<file path="src/core/mgp_pkg.sv">
// Constants for the masked general-purpose pin port.
// Assumes a 32-bit AXI4-Lite register bus with 12 address bits.
package mgp_pkg;

    // ****************************************************************
    // Widths
    // ****************************************************************
    localparam int MGP_MAX_PINS = 8;
    localparam int MGP_AW       = 12;
    localparam int MGP_DW       = 32;

    // ****************************************************************
    // Register map, byte addresses
    // ****************************************************************
    // Data window occupies 12'h000..12'h3FC, mask taken from addr[9:2]
    localparam logic [1:0]  MGP_DATA_WIN  = 2'h0;
    localparam int          MGP_MASK_LSB  = 2;
    localparam logic [11:0] MGP_OFF_DIR   = 12'h400;
    localparam logic [11:0] MGP_OFF_SENSE = 12'h404;
    localparam logic [11:0] MGP_OFF_BOTH  = 12'h408;
    localparam logic [11:0] MGP_OFF_EVENT = 12'h40c;
    localparam logic [11:0] MGP_OFF_IEN   = 12'h410;
    localparam logic [11:0] MGP_OFF_RAW   = 12'h414;
    localparam logic [11:0] MGP_OFF_MSK   = 12'h418;
    localparam logic [11:0] MGP_OFF_ICLR  = 12'h41c;
    localparam logic [11:0] MGP_OFF_FUNC  = 12'h420;
    localparam logic [11:0] MGP_OFF_DRIVE = 12'h424;
    localparam logic [11:0] MGP_OFF_SLEW  = 12'h428;
    localparam logic [11:0] MGP_OFF_PULL  = 12'h42c;
    localparam logic [11:0] MGP_OFF_OD    = 12'h430;
    localparam logic [11:0] MGP_OFF_ADCT  = 12'h434;
    localparam logic [11:0] MGP_OFF_DMAT  = 12'h438;
    localparam logic [11:0] MGP_OFF_LOCK  = 12'h43c;
    localparam logic [11:0] MGP_OFF_CMT   = 12'h440;

    // ****************************************************************
    // Field encodings
    // ****************************************************************
    localparam logic [1:0] MGP_DRV_2MA  = 2'h0;
    localparam logic [1:0] MGP_DRV_4MA  = 2'h1;
    localparam logic [1:0] MGP_DRV_8MA  = 2'h2;
    localparam logic [1:0] MGP_DRV_BAD  = 2'h3;
    localparam logic [1:0] MGP_PULL_UP  = 2'h1;
    localparam logic [1:0] MGP_PULL_DN  = 2'h2;
    localparam logic [1:0] MGP_RESP_OK  = 2'h0;
    localparam logic [1:0] MGP_RESP_ERR = 2'h2;

    // ****************************************************************
    // Reset values
    // ****************************************************************
    localparam logic [7:0]  MGP_RST_BYTE = 8'h00;
    localparam logic [15:0] MGP_RST_DRV  = 16'h0000;
    localparam logic [15:0] MGP_RST_PULL = 16'h0000;
    localparam logic [31:0] MGP_RST_WORD = 32'h0000_0000;

endpackage

</file>
<file path="src/core/mgp_sync.sv">
// Two-flop synchroniser for a bus of independent pin levels.
// Assumes each bit is an unrelated level; no word coherence.
module mgp_sync
    import mgp_pkg::*;
#(
    parameter int WIDTH = MGP_MAX_PINS
) (
    input  wire logic             aclk,
    input  wire logic             aresetn,
    input  wire logic [WIDTH-1:0] async_in,
    output logic      [WIDTH-1:0] sync_out
);

    typedef struct packed {
        logic [WIDTH-1:0] stage1;
        logic [WIDTH-1:0] stage2;
    } mgp_sync_t;

    mgp_sync_t s_reg;
    mgp_sync_t s_next;

    always_comb begin
        s_next.stage1 = async_in;
        s_next.stage2 = s_reg.stage1;
    end

    always_ff @(posedge aclk) begin
        if (!aresetn) begin
            s_reg <= '0;
        end else begin
            s_reg <= s_next;
        end
    end

    assign sync_out = s_reg.stage2;

endmodule

</file>
<file path="src/core/mgp_event.sv">
// Event detector for one pin: level or edge, one-cycle hit per edge.
// Assumes a synchronised level; no edge is reported on the first sample.
module mgp_event (
    input  wire logic aclk,
    input  wire logic aresetn,
    input  wire logic level,
    input  wire logic sense_level,
    input  wire logic both_edges,
    input  wire logic high_or_rise,
    output logic      hit
);

    typedef struct packed {
        logic prev;
        logic primed;
    } mgp_event_t;

    mgp_event_t s_reg;
    mgp_event_t s_next;
    logic       rise;
    logic       fall;

    always_comb begin
        s_next.prev   = level;
        s_next.primed = 1'b1;
    end

    always_ff @(posedge aclk) begin
        if (!aresetn) begin
            s_reg <= '0;
        end else begin
            s_reg <= s_next;
        end
    end

    assign rise = s_reg.primed & level & ~s_reg.prev;
    assign fall = s_reg.primed & ~level & s_reg.prev;

    // Level, both edges, or a single selected edge
    always_comb begin
        if (sense_level) begin
            hit = high_or_rise ? level : ~level;
        end else if (both_edges) begin
            hit = rise | fall;
        end else begin
            hit = high_or_rise ? rise : fall;
        end
    end

endmodule

</file>
<file path="src/core/mgp_port.sv">
// Masked general-purpose pin port with AXI4-Lite register access.
// Assumes pin levels arrive asynchronously and pads are modelled outside.
//
// Behaviour
// - Up to eight pins, fewer per instance
// - Per-pin direction, inputs after reset
// - Interrupt on level, either edge, both
// - Drive 2/4/8 mA, slew at 8 only
// - Optional pull-up or pull-down, none at reset
// - Optional open-drain, push-pull at reset
// - Plain pin or peripheral, plain at reset
// - No peripheral present means plain pin
// - Mask bit n selects pin n only
// - Masked read returns selected pin levels
// - Masked write updates selected pins together
// - Data mask comes from access address bits
// - Single pin index ranges zero to seven
// - Locked pins refuse pad and event config until unlocked and committed
// - Locked pin set fixed per variant
// - Configuration reads back as stored; unused drive codes are not stored
// - Per-pin enable, clear, raw or masked status
// - Direction in, out or hardware control
// - Pin triggers converter or DMA, still interrupts
module mgp_port
    import mgp_pkg::*;
#(
    parameter int          NUM_PINS       = MGP_MAX_PINS,
    parameter logic [7:0]  PERIPH_PRESENT = 8'hff,
    parameter logic [7:0]  LOCKED_PINS    = 8'h00,
    // Arbitrary unlock key value
    parameter logic [31:0] UNLOCK_KEY     = 32'h5a5a_c3c3
) (
    input  wire logic        aclk,
    input  wire logic        aresetn,
    input  wire logic [11:0] s_axi_awaddr,
    input  wire logic        s_axi_awvalid,
    output logic             s_axi_awready,
    input  wire logic [31:0] s_axi_wdata,
    input  wire logic [3:0]  s_axi_wstrb,
    input  wire logic        s_axi_wvalid,
    output logic             s_axi_wready,
    output logic [1:0]       s_axi_bresp,
    output logic             s_axi_bvalid,
    input  wire logic        s_axi_bready,
    input  wire logic [11:0] s_axi_araddr,
    input  wire logic        s_axi_arvalid,
    output logic             s_axi_arready,
    output logic [31:0]      s_axi_rdata,
    output logic [1:0]       s_axi_rresp,
    output logic             s_axi_rvalid,
    input  wire logic        s_axi_rready,
    input  wire logic [7:0]  pin_in,
    output logic [7:0]       pin_out,
    output logic [7:0]       pin_oe,
    output logic [7:0]       periph_in,
    input  wire logic [7:0]  periph_out,
    input  wire logic [7:0]  periph_oe,
    output logic [15:0]      drive_sel,
    output logic [7:0]       slew_limit,
    output logic [7:0]       pull_up,
    output logic [7:0]       pull_down,
    output logic [7:0]       int_status,
    output logic [7:0]       adc_trigger,
    output logic [7:0]       dma_trigger
);

    // ****************************************************************
    // State
    // ****************************************************************
    // Pins beyond NUM_PINS are absent
    localparam logic [7:0] PIN_MASK = 8'((1 << NUM_PINS) - 1);

    typedef struct packed {
        logic        aw_held;
        logic [11:0] aw_addr;
        logic        w_held;
        logic [31:0] w_data;
        logic [3:0]  w_strb;
        logic        bvalid;
        logic [1:0]  bresp;
        logic        rvalid;
        logic [31:0] rdata;
        logic [1:0]  rresp;
        logic [7:0]  dout;
        logic [7:0]  dir;
        logic [7:0]  func;
        logic [7:0]  sense;
        logic [7:0]  both;
        logic [7:0]  ev;
        logic [7:0]  ien;
        logic [7:0]  raw;
        logic [15:0] drive;
        logic [7:0]  slew;
        logic [15:0] pull;
        logic [7:0]  od;
        logic [7:0]  adc_en;
        logic [7:0]  dma_en;
        logic        unlocked;
        logic [7:0]  commit;
    } mgp_state_t;

    mgp_state_t s_reg;
    mgp_state_t s_next;

    logic [7:0] level;
    logic [7:0] hit;
    logic [7:0] hw_ctl;
    logic [7:0] cfg_ok;

    function automatic logic [15:0] expand2(input logic [7:0] m);
        logic [15:0] r;
        r = '0;
        for (int i = 0; i < MGP_MAX_PINS; i++) begin
            r[2*i +: 2] = {2{m[i]}};
        end
        return r;
    endfunction

    // ****************************************************************
    // Pin sampling and event detection
    // ****************************************************************
    mgp_sync #(
        .WIDTH (MGP_MAX_PINS)
    ) u_sync (
        .aclk     (aclk),
        .aresetn  (aresetn),
        .async_in (pin_in),
        .sync_out (level)
    );

    for (genvar g = 0; g < MGP_MAX_PINS; g++) begin : g_pin
        logic pin_hit;
        mgp_event u_event (
            .aclk         (aclk),
            .aresetn      (aresetn),
            .level        (level[g]),
            .sense_level  (s_reg.sense[g]),
            .both_edges   (s_reg.both[g]),
            .high_or_rise (s_reg.ev[g]),
            .hit          (pin_hit)
        );
        assign hit[g] = pin_hit & PIN_MASK[g];
    end

    // ****************************************************************
    // Register access
    // ****************************************************************
    // Unlocked pins, or protected pins with their commit bit set
    assign cfg_ok = PIN_MASK & (~LOCKED_PINS | s_reg.commit);

    always_comb begin
        logic [7:0]  wen8;
        logic [15:0] wen16;
        logic [7:0]  dmask;
        logic [7:0]  wd8;
        logic [15:0] wd16;
        logic [15:0] drv_new;
        logic [7:0]  clr;
        logic [31:0] rd;
        logic        rd_ok;
        logic        wr_ok;
        wen8    = '0;
        wen16   = '0;
        dmask   = '0;
        wd8     = '0;
        wd16    = '0;
        drv_new = '0;
        clr     = '0;
        rd      = MGP_RST_WORD;
        rd_ok   = 1'b1;
        wr_ok   = 1'b1;
        s_next  = s_reg;

        if (s_axi_awvalid && !s_reg.aw_held) begin
            s_next.aw_held = 1'b1;
            s_next.aw_addr = s_axi_awaddr;
        end
        if (s_axi_wvalid && !s_reg.w_held) begin
            s_next.w_held = 1'b1;
            s_next.w_data = s_axi_wdata;
            s_next.w_strb = s_axi_wstrb;
        end
        if (s_reg.bvalid && s_axi_bready) begin
            s_next.bvalid = 1'b0;
        end

        // Write performed once address and data are both held
        if (s_reg.aw_held && s_reg.w_held && !s_reg.bvalid) begin
            wd8   = s_reg.w_data[7:0];
            wd16  = s_reg.w_data[15:0];
            wen8  = cfg_ok & {8{s_reg.w_strb[0]}};
            wen16 = expand2(cfg_ok) & {{8{s_reg.w_strb[1]}}, {8{s_reg.w_strb[0]}}};
            s_next.aw_held = 1'b0;
            s_next.w_held  = 1'b0;
            s_next.bvalid  = 1'b1;
            if (s_reg.aw_addr[11:10] == MGP_DATA_WIN) begin
                // Mask from address bits, all selected pins at once
                dmask = s_reg.aw_addr[MGP_MASK_LSB +: 8] & PIN_MASK;
                dmask = dmask & {8{s_reg.w_strb[0]}};
                s_next.dout = (s_reg.dout & ~dmask) | (wd8 & dmask);
            end else begin
                unique case (s_reg.aw_addr)
                    MGP_OFF_DIR: s_next.dir = (s_reg.dir & ~wen8) | (wd8 & wen8);
                    MGP_OFF_SENSE: s_next.sense = (s_reg.sense & ~wen8) | (wd8 & wen8);
                    MGP_OFF_BOTH: s_next.both = (s_reg.both & ~wen8) | (wd8 & wen8);
                    MGP_OFF_EVENT: s_next.ev = (s_reg.ev & ~wen8) | (wd8 & wen8);
                    MGP_OFF_IEN: begin
                        wen8 = PIN_MASK & {8{s_reg.w_strb[0]}};
                        s_next.ien = (s_reg.ien & ~wen8) | (wd8 & wen8);
                    end
                    MGP_OFF_ICLR: clr = wd8 & PIN_MASK & {8{s_reg.w_strb[0]}};
                    MGP_OFF_FUNC: s_next.func = (s_reg.func & ~wen8) | (wd8 & wen8);
                    MGP_OFF_DRIVE: begin
                        drv_new = (s_reg.drive & ~wen16) | (wd16 & wen16);
                        // Unused drive code leaves that pin unchanged
                        for (int i = 0; i < MGP_MAX_PINS; i++) begin
                            if (drv_new[2*i +: 2] != MGP_DRV_BAD) begin
                                s_next.drive[2*i +: 2] = drv_new[2*i +: 2];
                            end
                        end
                    end
                    MGP_OFF_SLEW: s_next.slew = (s_reg.slew & ~wen8) | (wd8 & wen8);
                    MGP_OFF_PULL: s_next.pull = (s_reg.pull & ~wen16) | (wd16 & wen16);
                    MGP_OFF_OD: s_next.od = (s_reg.od & ~wen8) | (wd8 & wen8);
                    MGP_OFF_ADCT: begin
                        wen8 = PIN_MASK & {8{s_reg.w_strb[0]}};
                        s_next.adc_en = (s_reg.adc_en & ~wen8) | (wd8 & wen8);
                    end
                    MGP_OFF_DMAT: begin
                        wen8 = PIN_MASK & {8{s_reg.w_strb[0]}};
                        s_next.dma_en = (s_reg.dma_en & ~wen8) | (wd8 & wen8);
                    end
                    MGP_OFF_LOCK: s_next.unlocked = (s_reg.w_data == UNLOCK_KEY);
                    MGP_OFF_CMT: begin
                        if (s_reg.unlocked && s_reg.w_strb[0]) begin
                            s_next.commit = wd8 & LOCKED_PINS;
                        end
                    end
                    MGP_OFF_RAW, MGP_OFF_MSK: wr_ok = 1'b1;
                    default: wr_ok = 1'b0;
                endcase
            end
            s_next.bresp = wr_ok ? MGP_RESP_OK : MGP_RESP_ERR;
        end

        // Sticky status, a new event wins over a clear
        s_next.raw = (s_reg.raw & ~clr) | hit;

        if (s_reg.rvalid && s_axi_rready) begin
            s_next.rvalid = 1'b0;
        end
        if (s_axi_arvalid && !s_reg.rvalid) begin
            if (s_axi_araddr[11:10] == MGP_DATA_WIN) begin
                dmask = s_axi_araddr[MGP_MASK_LSB +: 8] & PIN_MASK;
                rd    = {24'h00_0000, level & dmask};
            end else begin
                unique case (s_axi_araddr)
                    MGP_OFF_DIR:   rd = {24'h00_0000, s_reg.dir};
                    MGP_OFF_SENSE: rd = {24'h00_0000, s_reg.sense};
                    MGP_OFF_BOTH:  rd = {24'h00_0000, s_reg.both};
                    MGP_OFF_EVENT: rd = {24'h00_0000, s_reg.ev};
                    MGP_OFF_IEN:   rd = {24'h00_0000, s_reg.ien};
                    MGP_OFF_RAW:   rd = {24'h00_0000, s_reg.raw};
                    MGP_OFF_MSK:   rd = {24'h00_0000, s_reg.raw & s_reg.ien};
                    MGP_OFF_ICLR:  rd = MGP_RST_WORD;
                    MGP_OFF_FUNC:  rd = {24'h00_0000, s_reg.func};
                    MGP_OFF_DRIVE: rd = {16'h0000, s_reg.drive};
                    MGP_OFF_SLEW:  rd = {24'h00_0000, s_reg.slew};
                    MGP_OFF_PULL:  rd = {16'h0000, s_reg.pull};
                    MGP_OFF_OD:    rd = {24'h00_0000, s_reg.od};
                    MGP_OFF_ADCT:  rd = {24'h00_0000, s_reg.adc_en};
                    MGP_OFF_DMAT:  rd = {24'h00_0000, s_reg.dma_en};
                    MGP_OFF_LOCK:  rd = {31'h0000_0000, ~s_reg.unlocked};
                    MGP_OFF_CMT:   rd = {24'h00_0000, s_reg.commit};
                    default:       rd_ok = 1'b0;
                endcase
            end
            s_next.rvalid = 1'b1;
            s_next.rdata  = rd;
            s_next.rresp  = rd_ok ? MGP_RESP_OK : MGP_RESP_ERR;
        end
    end

    always_ff @(posedge aclk) begin
        if (!aresetn) begin
            s_reg          <= '0;
            s_reg.dout     <= MGP_RST_BYTE;
            s_reg.dir      <= MGP_RST_BYTE;
            s_reg.func     <= MGP_RST_BYTE;
            s_reg.drive    <= MGP_RST_DRV;
            s_reg.pull     <= MGP_RST_PULL;
            s_reg.od       <= MGP_RST_BYTE;
        end else begin
            s_reg <= s_next;
        end
    end

    // ****************************************************************
    // Pins and pads
    // ****************************************************************
    // Function select only takes effect where a peripheral exists
    assign hw_ctl = s_reg.func & PERIPH_PRESENT & PIN_MASK;

    for (genvar g = 0; g < MGP_MAX_PINS; g++) begin : g_pad
        logic drv_val;
        logic drv_en;
        assign drv_val = hw_ctl[g] ? periph_out[g] : s_reg.dout[g];
        assign drv_en  = PIN_MASK[g] & (hw_ctl[g] ? periph_oe[g] : s_reg.dir[g]);
        assign pin_out[g] = drv_val;
        // Open drain drives low only
        assign pin_oe[g] = drv_en & (~s_reg.od[g] | ~drv_val);
        assign slew_limit[g] = s_reg.slew[g] & (s_reg.drive[2*g +: 2] == MGP_DRV_8MA);
        assign pull_up[g]   = PIN_MASK[g] & (s_reg.pull[2*g +: 2] == MGP_PULL_UP);
        assign pull_down[g] = PIN_MASK[g] & (s_reg.pull[2*g +: 2] == MGP_PULL_DN);
    end

    assign periph_in   = level & hw_ctl;
    assign drive_sel   = s_reg.drive;
    assign int_status  = s_reg.raw & s_reg.ien;
    assign adc_trigger = hit & s_reg.adc_en;
    assign dma_trigger = hit & s_reg.dma_en;

    assign s_axi_awready = ~s_reg.aw_held;
    assign s_axi_wready  = ~s_reg.w_held;
    assign s_axi_bvalid  = s_reg.bvalid;
    assign s_axi_bresp   = s_reg.bresp;
    assign s_axi_arready = ~s_reg.rvalid;
    assign s_axi_rvalid  = s_reg.rvalid;
    assign s_axi_rdata   = s_reg.rdata;
    assign s_axi_rresp   = s_reg.rresp;

endmodule

</file>
<file path="config.mk">
export PLATFORM = sky130hd
export DESIGN_NAME = mgp_port
export DESIGN_NICKNAME = d
export VERILOG_FILES = /design/src/core/mgp_pkg.sv /design/src/core/mgp_sync.sv /design/src/core/mgp_event.sv /design/src/core/mgp_port.sv
export SDC_FILE = /design/constraint.sdc
export NUM_CORES = 1
export LEC_CHECK = 0
export BUFFER_PORTS_ARGS = -buffer_cell sky130_fd_sc_hd__buf_2
export CAP_MARGIN = 20
export CORE_UTILIZATION = 55
export DETAILED_ROUTE_END_ITERATION = 10
export HOLD_SLACK_MARGIN = 0.05
export PLACE_DENSITY = 0.8
export SYNTH_ARGS = -nofsm -noshare
export SYNTH_HDL_FRONTEND = slang
export SYNTH_SLANG_ARGS = --single-unit
</file>
<file path="constraint.sdc">
create_clock -name aclk -period 2.5 [get_ports aclk]
set_clock_uncertainty 0.05 [all_clocks]
set_input_delay 0.5 -clock aclk [delete_from_list [all_inputs] [get_ports aclk]]
set_output_delay 0.5 -clock aclk [all_outputs]
set_load 0.02 [all_outputs]
</file>
==> results.toml <==
[yosys]
synth_warnings = 0
netlist-cell-type-count = 62
ys_seq_area_frac = 0.412
synth_area_mm2 = 0.0108
ys.flop_type = "dfxtp_1"
synth.area.top_cells = "dfxtp_1, mux2i_1, nand2_1"
netlist.top_cell.by_area = "dfxtp_1"
synthTopCellsByCount = "dfxtp_1, nand2_1, nor2_1"
yosysTopAreaCellShare = 0.412
ys_ff_latch = 222
async_flop_share = 0
syn_inst = 1290
synth_area_per_cell_um2 = 8.36
yosysMostFrequentCell = "dfxtp_1"
synth_edf_count = 0

[cts]
clock_sinks = 222
cts_made_buffers = 24
cts_tree = "built"
hold_buffers = 0
cts_buffer_depth = 3
clk_latency_ns = 0.52
cts_setup_buffers = 0
path_clk_slew_ns = 0.06
cts-htree-levels = 1
ctsRootBufferMaster = "clkbuf_16"

[global_route]
grt-ovfl-total = 0
use_met2 = 0.492
track_usage = 0.331
grt.met1_usage = 0.477
grt_max_degree = 78
grt_pass1_wl_um = 51600
met3_usage = 0.0626
busiest_layer = "met2"
antenna_found_initial = 0
grt_pass1_vias = 9154

[flow_run]
max_cap_viol_count = 0

[timing]
tightest_slew_ns = 0.674
maxSlewViolCount = 0
period_share = 0.959
period_minus_slack_ns = 2.40
setup_violations = 0
fmax_mhz = 417
layout_setup_ws_ns = 0.103
relSlewSlack = 0.539
hold_slack_ns = 0.134
final_hold_viol_count = 0
fin_tns_setup_ns = 0
rsz0062_at_grt = "false"

[power]
p_comb_frac = 0.083
vdd_ir_drop_max_mv = 0.440
p_per_area_mw_per_mm2 = 627
switchingPower_w = 0.00195
seqPwrFrac = 0.457
switching_share = 0.242
cellLeakagePower_nw = 5.70
clockPowerShare = 0.460
internal-power_w = 0.00613

[setup_path]
cp_max_fo = 16
cp_data_arrival_time_ns = 1.85
cp-start-kind = "flip-flop"
crit_required_ns = 1.95
critical_path.endpoint_type = "output pin"
rrSetupSlack_ns = 0.15
critPathKind = "reg2out"

[floorplanning]
die_w_um = 142
initial_core_util = 0.569
die_area_mm2 = 0.0202
num_rows = 50
dieHeight_um = 142
core-area_mm2 = 0.0190
io_pins = 220

[finish]
antenna_cells = 0
nNetsFinal = 1556
area_growth_pct = 19.5
instances_no_fill = 1742
drive_above_1_share = 0.239

[route]
wl_per_cell_um = 19.5
wl_um = 34000
dr.first_iter.drc_count = 1114
via_per_inst = 5.82
ant_nets = 0
drtPass1Iterations = 6
vias = 10100
drcViolationCount = 0

[placement]
numPortBuffers = 199
dp_hpwl_um = 24700
dp.cells = 1699
post-place-ws_ns = 0.0450
place_congestion = 0.988

[worst_hold_path]
worst_hold_path_type = "in2reg"

[status]
status = "finished, final reports clean"
[worst max-delay path: stages (launching register included)]
cell     delay [ns]
dfxtp_1        0.35
buf_12         0.16
a21oi_1        0.07
o21ai_0        0.16
o21a_2         0.25
and2_1         0.17
buf_2          0.17
[metrics by stage]
stage / power, W / area [um2] / utilization
floorplan: 0.00417 / 10900 / -
global placement: 0.00441 / 12000 / 0.634
finish: 0.00809 / 12900 / 0.680
global route: 0.00831 / 12900 / 0.680
CTS: 0.00808 / 12900 / 0.679
detailed placement: 0.00442 / 12000 / 0.634
[metal layers]
| layer | up-vias | part of all wire |
|---|---|---|
| li1 | 4750 | - |
| met1 | 4773 | 0.44 |
| met2 | 540 | 0.43 |
| met3 | 69 | 0.097 |
| met4 | 0 | 0.031 |
| met5 | - | 0 |
[path summary, 6_finish.rpt]
kind,cells after the start,from,to
min reg2reg,1,u_sync.s_next[4],u_sync.sync_out[4]
max,6,g_pin[1].u_event.s_reg[0],dma_trigger[1]
min,2,pin_in[2],u_sync.s_next[2]
max reg2reg,6,s_reg[212],drive_sel[5]
[kinds of logic after synthesis]
family	synth area share
simple gates	0.210
mux	0.127
flops	0.412
buf+inv	0.0860
other cells	0.000348
compound gates	0.165
[power by group through the flow]
stage	Combinational [W]	Clock [W]	Sequential, W
global placement	0.000640	0	0.00377
finish	0.000668	0.00372	0.00369
global route	0.000720	0.00389	0.00370
CTS	0.000653	0.00374	0.00369
floorplan	0.000418	0	0.00375
detailed placement	0.000649	0	0.00377
[timing repair]
| action | in CTS | in global routing |
|---|---|---|
| endpoints found under the setup margin | 2 | 29 |
| gates resized for setup | 1 | 9 |
| pin swaps | 0 | 0 |
[placed cells by master (no fill, tap or decap), types with 6 or more instances in the layout]
| cell | n |
|---|---|
| nor2b_1 | 22 |
| a41oi_1 | 9 |
| o21a_1 | 16 |
| a21boi_0 | 9 |
| a21oi_1 | 107 |
| mux2i_1 | 115 |
| nand3_1 | 30 |
| and3_1 | 15 |
| inv_1 | 41 |
| a211oi_1 | 18 |
| buf_2 | 199 |
| nor3_1 | 7 |
| o211a_1 | 8 |
| and2_1 | 58 |
| conb_1 | 18 |
| nand2b_1 | 7 |
| clkbuf_16 | 25 |
| nand2_1 | 156 |
| mux2_2 | 17 |
| a31oi_1 | 15 |
| nor4_1 | 7 |
| o21ai_0 | 44 |
| o22ai_1 | 6 |
| nor2_1 | 124 |
| dfxtp_1 | 221 |
| a22oi_1 | 18 |
| buf_4 | 70 |
[area by class of cell]
cell class	count	area, um2
fill	1579	6060
multi-input combinational	901	5500
sequential	222	4450
timing repair buffer	274	1620
clock buffer	32	692
tap	260	325
inverter	42	160
clock inverter	11	146
(Power assumes the default switching activity.)
